--- config.mk ---
export PLATFORM = sky130hd
export DESIGN_NAME = csc_top
export DESIGN_NICKNAME = d
export VERILOG_FILES = /design/src/verilog/csc_pkg.sv /design/src/verilog/csc_top.sv
export SDC_FILE = /design/constraint.sdc
export NUM_CORES = 1
export LEC_CHECK = 0
export BUFFER_PORTS_ARGS = -buffer_cell sky130_fd_sc_hd__buf_2
export CORE_MARGIN = 1.5
export CORE_UTILIZATION = 54
export DETAILED_ROUTE_END_ITERATION = 6
export PLACE_DENSITY_LB_ADDON = 0.2
export SLEW_MARGIN = 5
export SYNTH_ARGS = -nofsm -noshare
export SYNTH_HDL_FRONTEND = slang
export SYNTH_SLANG_ARGS = --single-unit
--- constraint.sdc ---
create_clock -name clk -period 2.3 [get_ports clk]
set_input_delay 0.115 -clock clk [delete_from_list [all_inputs] [get_ports clk]]
set_output_delay 0.115 -clock clk [all_outputs]
set_load 0.01 [all_outputs]
--- src/verilog/csc_pkg.sv ---
// Package for the comparator signal conditioner.
// Assumes a single main clock and a 32-bit AXI4-Lite register bus.
package csc_pkg;

    // ********************************************************
    // Register byte offsets
    // ********************************************************
    localparam logic [4:0] ADDR_IRQ_ENABLE = 5'h00;
    localparam logic [4:0] ADDR_IRQ_FLAGS = 5'h04;
    localparam logic [4:0] ADDR_CLK_CTRL = 5'h08;
    localparam logic [4:0] ADDR_CONFIG = 5'h0C;
    localparam logic [4:0] ADDR_WINDOW = 5'h10;

    // ********************************************************
    // Field positions
    // ********************************************************
    localparam int CLK_DIV_LSB = 4;
    localparam int CLK_EN_BIT = 3;
    localparam int CFG_STRIDE = 4;
    localparam int CFG_POL = 0;
    localparam int CFG_INON = 1;
    localparam int CFG_TRIG = 2;
    localparam int CFG_WPOL = 3;
    localparam int NUM_CMP = 2;
    localparam int NUM_PWM = 4;

    // ********************************************************
    // Reset values, timing and answers
    // ********************************************************
    localparam logic [7:0] REG_RESET = 8'h00;
    localparam logic [4:0] FILTER_TICKS = 5'h10;
    localparam logic [1:0] RESP_OKAY = 2'h0;
    localparam logic [1:0] RESP_SLVERR = 2'h2;

endpackage

--- src/verilog/csc_top.sv ---
// Comparator signal conditioner: sync, polarity, glitch filter,
// PWM windowing, interrupts and an AXI4-Lite register slave.
// Assumes comparator and PWM inputs are asynchronous to clk.
//
// Contract
// - Per-comparator interrupt enable, bits one and zero
// - Sticky flags, write one clears them
// - Bits 7:4 divide clock by value+1
// - Bits 1:0 power-of-two prescaler 1,2,4,8
// - Filter clock runs only when bit3 set
// - Rate is clk over prescale over divide
// - Output changes after more than sixteen ticks
// - Input enable bits five and one
// - Polarity bits four and zero invert input
// - Trigger type bits six and two
// - Window polarity bits seven and three
// - Window enable nibble per comparator
// - All-zero nibble means no gating
// - Interrupts ignore window gating
// - Windowed signals go to PWM fault
// - Five registers at 0x00 to 0x10
//
// Decided for this implementation: the AXI4-Lite register port.
`timescale 1ns/1ps

module csc_top
    import csc_pkg::*;
(
    // Clock, enable and reset
    input wire logic clk,
    input wire logic clkEn,
    input wire logic sys_rst,
    // Analog comparator outputs and PWM high-side gates
    input wire logic [1:0] cmpRaw,
    input wire logic [3:0] pwm_high_side_gate,
    // Results
    output logic [1:0] motorPwmFault,
    output logic [1:0] cmpFiltered,
    output logic irq,
    // AXI4-Lite write address
    input wire logic [4:0] s_axi_awaddr,
    input wire logic s_axi_awvalid,
    output logic s_axi_awready,
    // AXI4-Lite write data
    input wire logic [31:0] s_axi_wdata,
    input wire logic [3:0] s_axi_wstrb,
    input wire logic s_axi_wvalid,
    output logic s_axi_wready,
    // AXI4-Lite write response
    output logic [1:0] s_axi_bresp,
    output logic s_axi_bvalid,
    input wire logic s_axi_bready,
    // AXI4-Lite read address
    input wire logic [4:0] s_axi_araddr,
    input wire logic s_axi_arvalid,
    output logic s_axi_arready,
    // AXI4-Lite read data
    output logic [31:0] s_axi_rdata,
    output logic [1:0] s_axi_rresp,
    output logic s_axi_rvalid,
    input wire logic s_axi_rready
);

    // ********************************************************
    // Registers
    // ********************************************************
    logic [1:0] irqEn_ff;       // Interrupt enables
    logic [1:0] irqFlag_ff;     // Sticky flags
    logic [7:0] clkCtrl_ff;     // Divider, enable, prescaler
    logic [7:0] config_ff;      // Per-comparator config nibbles
    logic [7:0] window_ff;      // Window enable nibbles
    logic [1:0] sync1_ff;       // First synchroniser stage
    logic [1:0] sync2_ff;       // Second synchroniser stage
    logic [3:0] pwmSync1_ff;    // PWM first stage
    logic [3:0] pwmSync2_ff;    // PWM second stage
    logic [2:0] preCnt_ff;      // Prescaler counter
    logic [3:0] divCnt_ff;      // Linear divider counter
    logic tick_ff;              // One-cycle filter clock tick
    logic [1:0] prevAct_ff;     // Previous filtered level
    logic [4:0] stableCnt_ff [NUM_CMP];

    // AXI holding state
    logic awHeld_ff;
    logic wHeld_ff;
    logic [4:0] awAddr_ff;
    logic [31:0] wData_ff;
    logic [3:0] wStrb_ff;

    // Decoded fields
    logic [3:0] linDiv;
    logic [1:0] pow2Sel;
    logic [2:0] preMax;
    logic filterOn;
    logic wrFire;
    logic [1:0] irqEvent;
    logic [1:0] conditioned;

    assign linDiv = clkCtrl_ff[CLK_DIV_LSB +: 4];
    assign pow2Sel = clkCtrl_ff[1:0];
    assign filterOn = clkCtrl_ff[CLK_EN_BIT];
    assign wrFire = awHeld_ff && wHeld_ff && !s_axi_bvalid;

    // Prescaler terminal count: 2**sel minus one
    always_comb begin
        case (pow2Sel)
            2'h0: preMax = 3'h0;
            2'h1: preMax = 3'h1;
            2'h2: preMax = 3'h3;
            2'h3: preMax = 3'h7;
            default: preMax = 3'h0;
        endcase
    end

    // Register read mux, unused bits read zero
    function automatic logic [31:0] readReg(input logic [4:0] a,
        input logic [1:0] en, input logic [1:0] fl, input logic [7:0] ck,
        input logic [7:0] cf, input logic [7:0] wn);
        readReg = 32'h0000_0000;
        case (a)
            ADDR_IRQ_ENABLE: readReg[1:0] = en;
            ADDR_IRQ_FLAGS: readReg[1:0] = fl;
            ADDR_CLK_CTRL: readReg[7:0] = ck & 8'hFB;
            ADDR_CONFIG: readReg[7:0] = cf;
            ADDR_WINDOW: readReg[7:0] = wn;
            default: readReg = 32'h0000_0000;
        endcase
    endfunction

    // Valid offset check, shared by both directions
    function automatic logic mapped(input logic [4:0] a);
        mapped = (a == ADDR_IRQ_ENABLE) || (a == ADDR_IRQ_FLAGS) ||
            (a == ADDR_CLK_CTRL) || (a == ADDR_CONFIG) ||
            (a == ADDR_WINDOW);
    endfunction

    // ********************************************************
    // Input synchronisers
    // ********************************************************
    // Two flops per asynchronous input
    always_ff @(posedge clk) begin
        if (sys_rst) begin
            sync1_ff <= 2'h0;
            sync2_ff <= 2'h0;
            pwmSync1_ff <= 4'h0;
            pwmSync2_ff <= 4'h0;
        end else if (clkEn) begin
            sync1_ff <= cmpRaw;
            sync2_ff <= sync1_ff;
            pwmSync1_ff <= pwm_high_side_gate;
            pwmSync2_ff <= pwmSync1_ff;
        end
    end

    // ********************************************************
    // Filter clock generation
    // ********************************************************
    // Prescaler then linear divider; tick marks a filter edge
    always_ff @(posedge clk) begin
        if (sys_rst) begin
            preCnt_ff <= 3'h0;
            divCnt_ff <= 4'h0;
            tick_ff <= 1'b0;
        end else if (clkEn) begin
            tick_ff <= 1'b0;
            if (!filterOn) begin
                preCnt_ff <= 3'h0;
                divCnt_ff <= 4'h0;
            end else if (preCnt_ff >= preMax) begin
                preCnt_ff <= 3'h0;
                if (divCnt_ff >= linDiv) begin
                    divCnt_ff <= 4'h0;
                    tick_ff <= 1'b1;
                end else begin
                    divCnt_ff <= divCnt_ff + 4'h1;
                end
            end else begin
                preCnt_ff <= preCnt_ff + 3'h1;
            end
        end
    end

    // ********************************************************
    // Per-comparator conditioning and filter
    // ********************************************************
    genvar gi;
    generate
        for (gi = 0; gi < NUM_CMP; gi++) begin : gCmp
            logic pol;
            logic inOn;
            logic trig;
            logic wPol;
            logic [3:0] wEn;
            logic gated;

            assign pol = config_ff[gi * CFG_STRIDE + CFG_POL];
            assign inOn = config_ff[gi * CFG_STRIDE + CFG_INON];
            assign trig = config_ff[gi * CFG_STRIDE + CFG_TRIG];
            assign wPol = config_ff[gi * CFG_STRIDE + CFG_WPOL];
            assign wEn = window_ff[gi * NUM_PWM +: NUM_PWM];
            // Gated off input reads inactive; polarity inverts
            assign conditioned[gi] = inOn && (sync2_ff[gi] ^ pol);
            // Window opens when any selected gate matches polarity
            assign gated = |(wEn & (wPol ? pwmSync2_ff : ~pwmSync2_ff));
            // Edge mode fires on rise, level mode while active
            assign irqEvent[gi] = trig ?
                (cmpFiltered[gi] && !prevAct_ff[gi]) : cmpFiltered[gi];

            // Count filter ticks the input differs from the output
            always_ff @(posedge clk) begin
                if (sys_rst) begin
                    stableCnt_ff[gi] <= 5'h00;
                    cmpFiltered[gi] <= 1'b0;
                end else if (clkEn) begin
                    if (conditioned[gi] == cmpFiltered[gi]) begin
                        stableCnt_ff[gi] <= 5'h00;
                    end else if (tick_ff) begin
                        if (stableCnt_ff[gi] >= FILTER_TICKS) begin
                            cmpFiltered[gi] <= conditioned[gi];
                            stableCnt_ff[gi] <= 5'h00;
                        end else begin
                            stableCnt_ff[gi] <= stableCnt_ff[gi] + 5'h01;
                        end
                    end
                end
            end

            // Windowed fault signal to the motor PWM unit
            always_ff @(posedge clk) begin
                if (sys_rst) begin
                    motorPwmFault[gi] <= 1'b0;
                end else if (clkEn) begin
                    if (wEn == 4'h0) begin
                        motorPwmFault[gi] <= cmpFiltered[gi];
                    end else begin
                        motorPwmFault[gi] <= cmpFiltered[gi] && gated;
                    end
                end
            end
        end
    endgenerate

    // Previous filtered level for edge detection
    always_ff @(posedge clk) begin
        if (sys_rst) begin
            prevAct_ff <= 2'h0;
        end else if (clkEn) begin
            prevAct_ff <= cmpFiltered;
        end
    end

    // ********************************************************
    // Control registers
    // ********************************************************
    // Software writes, low byte lane only holds bits
    always_ff @(posedge clk) begin
        if (sys_rst) begin
            irqEn_ff <= 2'h0;
            clkCtrl_ff <= REG_RESET;
            config_ff <= REG_RESET;
            window_ff <= REG_RESET;
        end else if (clkEn && wrFire && wStrb_ff[0]) begin
            case (awAddr_ff)
                ADDR_IRQ_ENABLE: irqEn_ff <= wData_ff[1:0];
                ADDR_CLK_CTRL: clkCtrl_ff <= wData_ff[7:0] & 8'hFB;
                ADDR_CONFIG: config_ff <= wData_ff[7:0];
                ADDR_WINDOW: window_ff <= wData_ff[7:0];
                default: irqEn_ff <= irqEn_ff;
            endcase
        end
    end

    // Sticky flags: hardware set wins over write-one clear
    always_ff @(posedge clk) begin
        if (sys_rst) begin
            irqFlag_ff <= 2'h0;
        end else if (clkEn) begin
            if (wrFire && wStrb_ff[0] && awAddr_ff == ADDR_IRQ_FLAGS) begin
                irqFlag_ff <= (irqFlag_ff & ~wData_ff[1:0]) | irqEvent;
            end else begin
                irqFlag_ff <= irqFlag_ff | irqEvent;
            end
        end
    end

    // Interrupt line: any enabled flag
    always_ff @(posedge clk) begin
        if (sys_rst) begin
            irq <= 1'b0;
        end else if (clkEn) begin
            irq <= |(irqFlag_ff & irqEn_ff);
        end
    end

    // ********************************************************
    // AXI4-Lite write channel
    // ********************************************************
    // Catch address and data in either order, then respond
    always_ff @(posedge clk) begin
        if (sys_rst) begin
            awHeld_ff <= 1'b0;
            wHeld_ff <= 1'b0;
            awAddr_ff <= 5'h00;
            wData_ff <= 32'h0000_0000;
            wStrb_ff <= 4'h0;
            s_axi_awready <= 1'b0;
            s_axi_wready <= 1'b0;
            s_axi_bvalid <= 1'b0;
            s_axi_bresp <= RESP_OKAY;
        end else if (clkEn) begin
            s_axi_awready <= 1'b0;
            s_axi_wready <= 1'b0;
            if (s_axi_awvalid && !awHeld_ff && !s_axi_awready) begin
                s_axi_awready <= 1'b1;
                awAddr_ff <= s_axi_awaddr;
                awHeld_ff <= 1'b1;
            end
            if (s_axi_wvalid && !wHeld_ff && !s_axi_wready) begin
                s_axi_wready <= 1'b1;
                wData_ff <= s_axi_wdata;
                wStrb_ff <= s_axi_wstrb;
                wHeld_ff <= 1'b1;
            end
            if (wrFire) begin
                s_axi_bvalid <= 1'b1;
                s_axi_bresp <= mapped(awAddr_ff) ? RESP_OKAY : RESP_SLVERR;
            end else if (s_axi_bvalid && s_axi_bready) begin
                s_axi_bvalid <= 1'b0;
                awHeld_ff <= 1'b0;
                wHeld_ff <= 1'b0;
            end
        end
    end

    // ********************************************************
    // AXI4-Lite read channel
    // ********************************************************
    // One read at a time, answer in the same cycle as acceptance
    always_ff @(posedge clk) begin
        if (sys_rst) begin
            s_axi_arready <= 1'b0;
            s_axi_rvalid <= 1'b0;
            s_axi_rdata <= 32'h0000_0000;
            s_axi_rresp <= RESP_OKAY;
        end else if (clkEn) begin
            s_axi_arready <= 1'b0;
            if (s_axi_rvalid) begin
                if (s_axi_rready) begin
                    s_axi_rvalid <= 1'b0;
                end
            end else if (s_axi_arvalid && !s_axi_arready) begin
                s_axi_arready <= 1'b1;
                s_axi_rvalid <= 1'b1;
                s_axi_rdata <= readReg(s_axi_araddr, irqEn_ff, irqFlag_ff,
                    clkCtrl_ff, config_ff, window_ff);
                s_axi_rresp <= mapped(s_axi_araddr) ? RESP_OKAY : RESP_SLVERR;
            end
        end
    end
endmodule
# Word level (Yosys, flattened, before mapping)
# Memory sizes are Yosys's and may differ from the RTL's.
# Cells that the tools add are included.
# word_totals
memories	1
word_cells	202
ramBits	10
output_inout_bits	46
in_bits	60
ff_bits	87
# mem_list
name	depth	width	rd	rd_ports_with_merged_regs	write_ports	line_no	text
stableCnt_ff	2	5	2	0	2	csc_top.sv:80	logic [4:0] stableCnt_ff [NUM_CMP];
# classes
n_reduce_logical	55
order_cmp	4
bitwise	19
add_sub_neg	4
n_mux	74
n_eq_ne	14
# op_table
operator	n
$mux 1	55
$mux 5	6
$eq 5x4->1 const B	4
$mux 4	5
$logic_and 1x1->1	18
$pmux 6 s3	1
$reduce_and 2->1	9
$pmux 3 s4	1
$add 5x1->5 const B	2
$eq 5x3->1 const B	2
$eq 5x5->1 const B	2
$ge 5x5->1 const B	2
$logic_not 5->1	2
$pmux 2 s5	1
$and 4x4->4	2
$logic_not 1->1	8
$logic_not 4->1	2
$logic_or 1x1->1	8
$reduce_and 4->1	2
$reduce_or 4->1	2
$mux 2	3
$mux 3	2
$or 1x1->1	6
$add 4x1->4 const B	1
17 further kinds	24

# Longest topological paths before layout
# depth
depth_word	10
depth_mapped	7
ltp_nobuf	7

# Worst setup path before layout
# Ideal clock, no wire load.
# synth_timing
path_kind	reg2reg
startpoint	register clkCtrl_ff[0]
endpoint	register divCnt_ff[3]
t_arrival_ps	1848
period_less_slack_ps	1949
n_path_buf	0
setup_slack_ps	351
t_required_ps	2199
setup_time_ps	101
path_stages_with_launch	8
cell_sequence	dfxtp_1 -> or2_2 -> ha_1 -> nor2b_1 -> o211ai_1 -> nand2_1 -> or2_1 -> o41ai_1
# synth_via
elab_chain_cells	5
word_cells_on_any_way	8
classes_between	order compare: 1; eq/ne: 4; mux: 1; reduce/logical: 2
# synth_lines
element	line_no	text
from (decl)	csc_top.sv:69	logic [7:0] clkCtrl_ff;
from (signal assigned)	csc_top.sv:264	ADDR_CLK_CTRL: clkCtrl_ff <= wData_ff[7:0] & 8'hFB;
$eq 2x2->1 (tied with other cells)	csc_top.sv:105	case (pow2Sel)
$pmux 3 s4 *	csc_top.sv:105	
$ge 3x3->1 *	csc_top.sv:168	end else if (preCnt_ff >= preMax) begin
$ne 2x1->1 (no line) *	-	
$reduce_and 2->1 (no line) *	-	
to (signal assigned)	csc_top.sv:174	divCnt_ff <= divCnt_ff + 4'h1;
to (decl)	csc_top.sv:77	logic [3:0] divCnt_ff;
# Every way passes the cells marked *; elsewhere a longest branch is shown, timed or not.
# A chain may end at the register's enable or synchronous reset.

# Worst setup path in the final report
# Ends and elaborated chain as after synthesis.

==> metrics.log <==
[metrics] outcome: finished, final reports clean
[metrics] Num CTS Buffers: 9
[metrics] number of cells produced by synthesis: 489
[metrics] total of flip-flops plus latches after synthesis: 95
[metrics] depth of the worst register-to-register path: 7
[metrics] clock tree from TritonCTS: yes
[metrics] hold path depth: 4
[metrics] area of the core: slightly above 8000 µm²
[metrics] Bufs on Longest Clock Path: 2
[metrics] post-synthesis sequential area ratio: 44.59%
[metrics] Pwr per Cell Area: ~600 nW/µm²
[metrics] final core utilization: a little over three fifths
[metrics] startpoint of the tightest hold check path: s_axi_bready
[metrics] dominant combinational cell family by area after synthesis: simple AND/OR/NAND/NOR gates
[metrics] Worst R2R Start: clkCtrl_ff[0]$_SDFFE_PP0P_
[metrics] xor-xnor portion of the synthesized cell area: 2.926%
[metrics] antenna violation net count after detailed routing: 0
[metrics] number of instances in the placed design: around 630
[metrics] count of buffers inserted at the top-level ports: 52
[metrics] clock net sink count: 95
[metrics] Unique masters post-synth: 58
[metrics] Die H: 94.18 µm
[metrics] worst slew margin relative to its limit: 59.61%
[metrics] leakage power figure: 0.002088 µW
[metrics] share of cells above drive strength 1: 16.07%
[metrics] reg2reg setup slack: 0.21 ns
[metrics] Avg Cell Area, Syn: 9.181 µm²
[metrics] slowest stage cell, crit path: dfxtp_1
[metrics] post-synthesis adder-cell area fraction: 3.066%
[metrics] total vias in the final route: approximately 3600
[metrics] number of antenna violations at the first check in global routing: 0
[metrics] cell area reported after detailed placement: about 4700 µm²
[metrics] Arrival @ worst endpoint: 2.36 ns
[metrics] Routed wire per std cell: 14.77 µm
[metrics] largest fanout on the critical path: 6
[metrics] worst path bufs/invs: 0
[metrics] iteration-0 DRC count of the detailed router: roughly 160
[metrics] final count of negative-setup-slack endpoints: 0
[metrics] delay of the slowest cell on the worst path: roughly 0.34 ns
[metrics] dominant synthesized flop cell: dfxtp_1
[metrics] final antenna diode count: 0
[metrics] Worst Setup Start Kind: register
[metrics] full die area: 8870 µm²
[metrics] Die X: 94.18 µm
[metrics] critical path cell sequence: or2_2 -> ha_1 -> nor2b_1 -> o211ai_1 -> nand2_2 -> or2_1 -> o41ai_1
[metrics] number of top-level pins: 106
[metrics] share of flip-flops with an asynchronous set or reset: 0%
[metrics] endpoint kind of the worst setup timing path: register
[metrics] number of search-and-repair iterations in the first detailed-routing pass: 7
[metrics] number of standard cells in the final layout excluding fillers: 665
[metrics] peak ir drop on the vdd network: between 0.3 and 0.4 mV
[metrics] clock root buffer master: clkbuf_8
[metrics] data required time at the worst endpoint: 2.57 ns
[metrics] area fraction in and, or, nand and nor cells after synthesis: 20.21%
[metrics] half-perimeter wire length after detailed placement: just over 7 mm
[metrics] gp weighted congestion: around 0.81
[metrics] transition at the pin with the smallest max-transition slack: 0.6036 ns
[metrics] final slew viol count: 0
[metrics] aggregate global routing overflow: 0
[metrics] Final Net Count: 626
[metrics] highest achievable clock rate: roughly 0.48 GHz
[metrics] final design area excluding fillers: 5121 µm²
[metrics] total of max-cap violations: 0
[metrics] maximum number of pins on one net before global-route repair: 29
[metrics] r2r endpoint: divCnt_ff[3]$_SDFFE_PP0P_
[metrics] initial cell density of the core: about 55%
[metrics] row count: 33
[metrics] vias per std cell: between 5 and 6
[metrics] final clock skew: 0.009367 ns
[metrics] number of design rule violations left after detail routing: 0
[metrics] count of flip-flops with a built-in enable after synthesis: 10
[metrics] maximum level of the CTS H-tree: 3
[metrics] family with the most delay on the worst path: simple AND/OR/NAND/NOR gates
[metrics] final routed wirelength across all metal layers: 9.819 mm
[metrics] combined area of all synthesized cells: 4489 µm²
[metrics] fraction of the cycle the final worst path needs: 90.82%
[metrics] synthesis warning total: 0
[metrics] count of fill cells added during filler insertion: about 700
[metrics] worst min-delay path category: input pin to register
[metrics] pre-CTS setup slack: 0.1117 ns
[metrics] hold-critical path endpoint: s_axi_bvalid$_SDFFE_PP0P_
[metrics] WHS: just under 0.03 ns
[metrics] global-route wire length before repair: 16.18 mm
[metrics] final count of hold timing violations: 0
[metrics] clock slew seen by the registers of the worst setup and hold paths: approximately 0.090 ns
[metrics] synthesized-area fraction occupied by ao, oa, aoi and oai cells: 10.76%
[metrics] Setup WS post-layout: 0.2112 ns
[metrics] classification of the worst setup path: register to register
[metrics] mux contribution to synthesized area: 10.28%
[metrics] clock period minus worst slack: 2.089 ns
[metrics] via count of the first global-routing pass: 3377
[metrics] clock latency of the later-clocked register in the worst-skew pair: 0.37 ns
[metrics] synthesis-to-layout area growth: 14.07%
[metrics] aggregate global-route resource usage: 23.99%
repair_timing:
action,CTS,global route
buffers inserted,0,1
hold endpoints to repair,20,0
resized for setup,0,1
hold buffers,20,0
setup endpoints to repair,0,3
worst min-delay path: cells and delay by family:
family                 cells  cell delay [ns]
AND/OR/NAND/NOR            2             0.10
buffers and inverters      1             0.09
AO/OA/AOI/OAI              1             0.05
kinds of logic after synthesis:
family / count (synthesis)
AND/OR/NAND/NOR: 185
flip-flops: 95
AO/OA/AOI/OAI: 72
buffers and inverters: 64
multiplexers: 46
XOR/XNOR: 15
adder cells (fa/ha/maj): 11
other: 1
synthesized netlist by cell type, drive strengths merged (3+ instances only):
| cell type | count | area [µm²] |
|---|---|---|
| dfxtp | 85 | 1702 |
| nor2 | 77 | 289.0 |
| a22oi | 8 | 60.06 |
| clkbuf | 14 | 52.55 |
| nor2b | 4 | 25.02 |
| xor2 | 7 | 61.31 |
| and2 | 3 | 18.77 |
| nand3b | 4 | 30.03 |
| nor4 | 4 | 40.04 |
| edfxtp | 10 | 300.3 |
| inv | 15 | 56.30 |
| nand2 | 55 | 206.5 |
| buf | 35 | 254.0 |
| a221oi | 4 | 35.03 |
| nand2b | 4 | 32.53 |
| xnor2 | 8 | 70.07 |
| o21ai | 5 | 25.02 |
| ha | 11 | 137.6 |
| a21oi | 33 | 165.2 |
| mux2i | 45 | 450.4 |
| nor3 | 8 | 50.05 |
| a21o | 5 | 37.54 |
| nand3 | 11 | 55.05 |
area by class of cell:
type,count,area (µm²),share of cell area [%]
Tap cell,105,131.4,2.565
Clock buffer,9,123.9,2.419
Multi-Input combinational cell,355,2221,43.37
Timing Repair Buffer,79,513.0,10.02
Inverter,15,56.30,1.099
Clock inverter,7,73.82,1.441
Sequential cell,95,2002,39.09
sequential cells by signal, summed over array words and instances, names as in the netlist, 2 cells and up:
| signal | cells |
|---|---|
| divCnt_ff | 4 |
| motorPwmFault | 2 |
| preCnt_ff | 3 |
| clkCtrl_ff | 7 |
| window_ff | 8 |
| irqFlag_ff | 2 |
| sync2_ff | 2 |
| config_ff | 8 |
| wData_ff | 8 |
| stableCnt_ff | 10 |
| s_axi_rdata | 8 |
| awAddr_ff | 5 |
| pwmSync2_ff | 4 |
| irqEn_ff | 2 |
| sync1_ff | 2 |
| pwmSync1_ff | 4 |
| prevAct_ff | 2 |
| cmpFiltered | 2 |
per-stage QoR:
stage          total power (µW)  setup TNS (ns)
4_1_cts                    3108               0
3_5_place_dp               2011               0
5_1_grt                    3211      -0.0008895
6_report                   3097               0
3_3_place_gp               2006               0
2_1_floorplan              1965               0
placed cells by master, fill, tap and decap left out, drive strengths merged, types with 11 or more instances in the layout:
cell,synthesis,layout
conb,1,26
nor2,77,77
nand2,55,55
dfxtp,85,85
mux2i,45,45
a21oi,33,33
ha,11,11
inv,15,15
nand3,11,11
buf,35,59
dlygate4sd3,0,20
metal layers:
layer,GRT usage (%),part of all wire [%],vias up
li1,-,-,1759
met1,30.40,46,1687
met2,39.27,48,96
met3,5.016,4.2,20
met4,10.32,2.1,0
met5,0,0,-
how the worst max path moves through the flow:
stage	startpoint	cells past startpoint	to	slack (ns)
after floorplan	clkCtrl_ff[0]$_SDFFE_PP0P_	7	divCnt_ff[3]$_SDFFE_PP0P_	0.35
after detailed placement	clkCtrl_ff[0]$_SDFFE_PP0P_	7	divCnt_ff[3]$_SDFFE_PP0P_	0.11
after CTS	clkCtrl_ff[0]$_SDFFE_PP0P_	7	divCnt_ff[3]$_SDFFE_PP0P_	0.06
final	clkCtrl_ff[0]$_SDFFE_PP0P_	7	divCnt_ff[3]$_SDFFE_PP0P_	0.21
after global routing	clkCtrl_ff[0]$_SDFFE_PP0P_	7	divCnt_ff[3]$_SDFFE_PP0P_	-0.0009
after global placement	clkCtrl_ff[0]$_SDFFE_PP0P_	7	divCnt_ff[3]$_SDFFE_PP0P_	0.15
report_power, final:
| part | internal (µW) | switching [µW] | total, µW |
|---|---|---|---|
| registers | 1710 | 40.4 | 1750 |
| clock network | 504 | 594 | 1100 |
| logic | 106 | 142 | 248 |
| total | 2320 | 776 | 3100 |
Note: power is estimated with default switching activity, not from simulation.
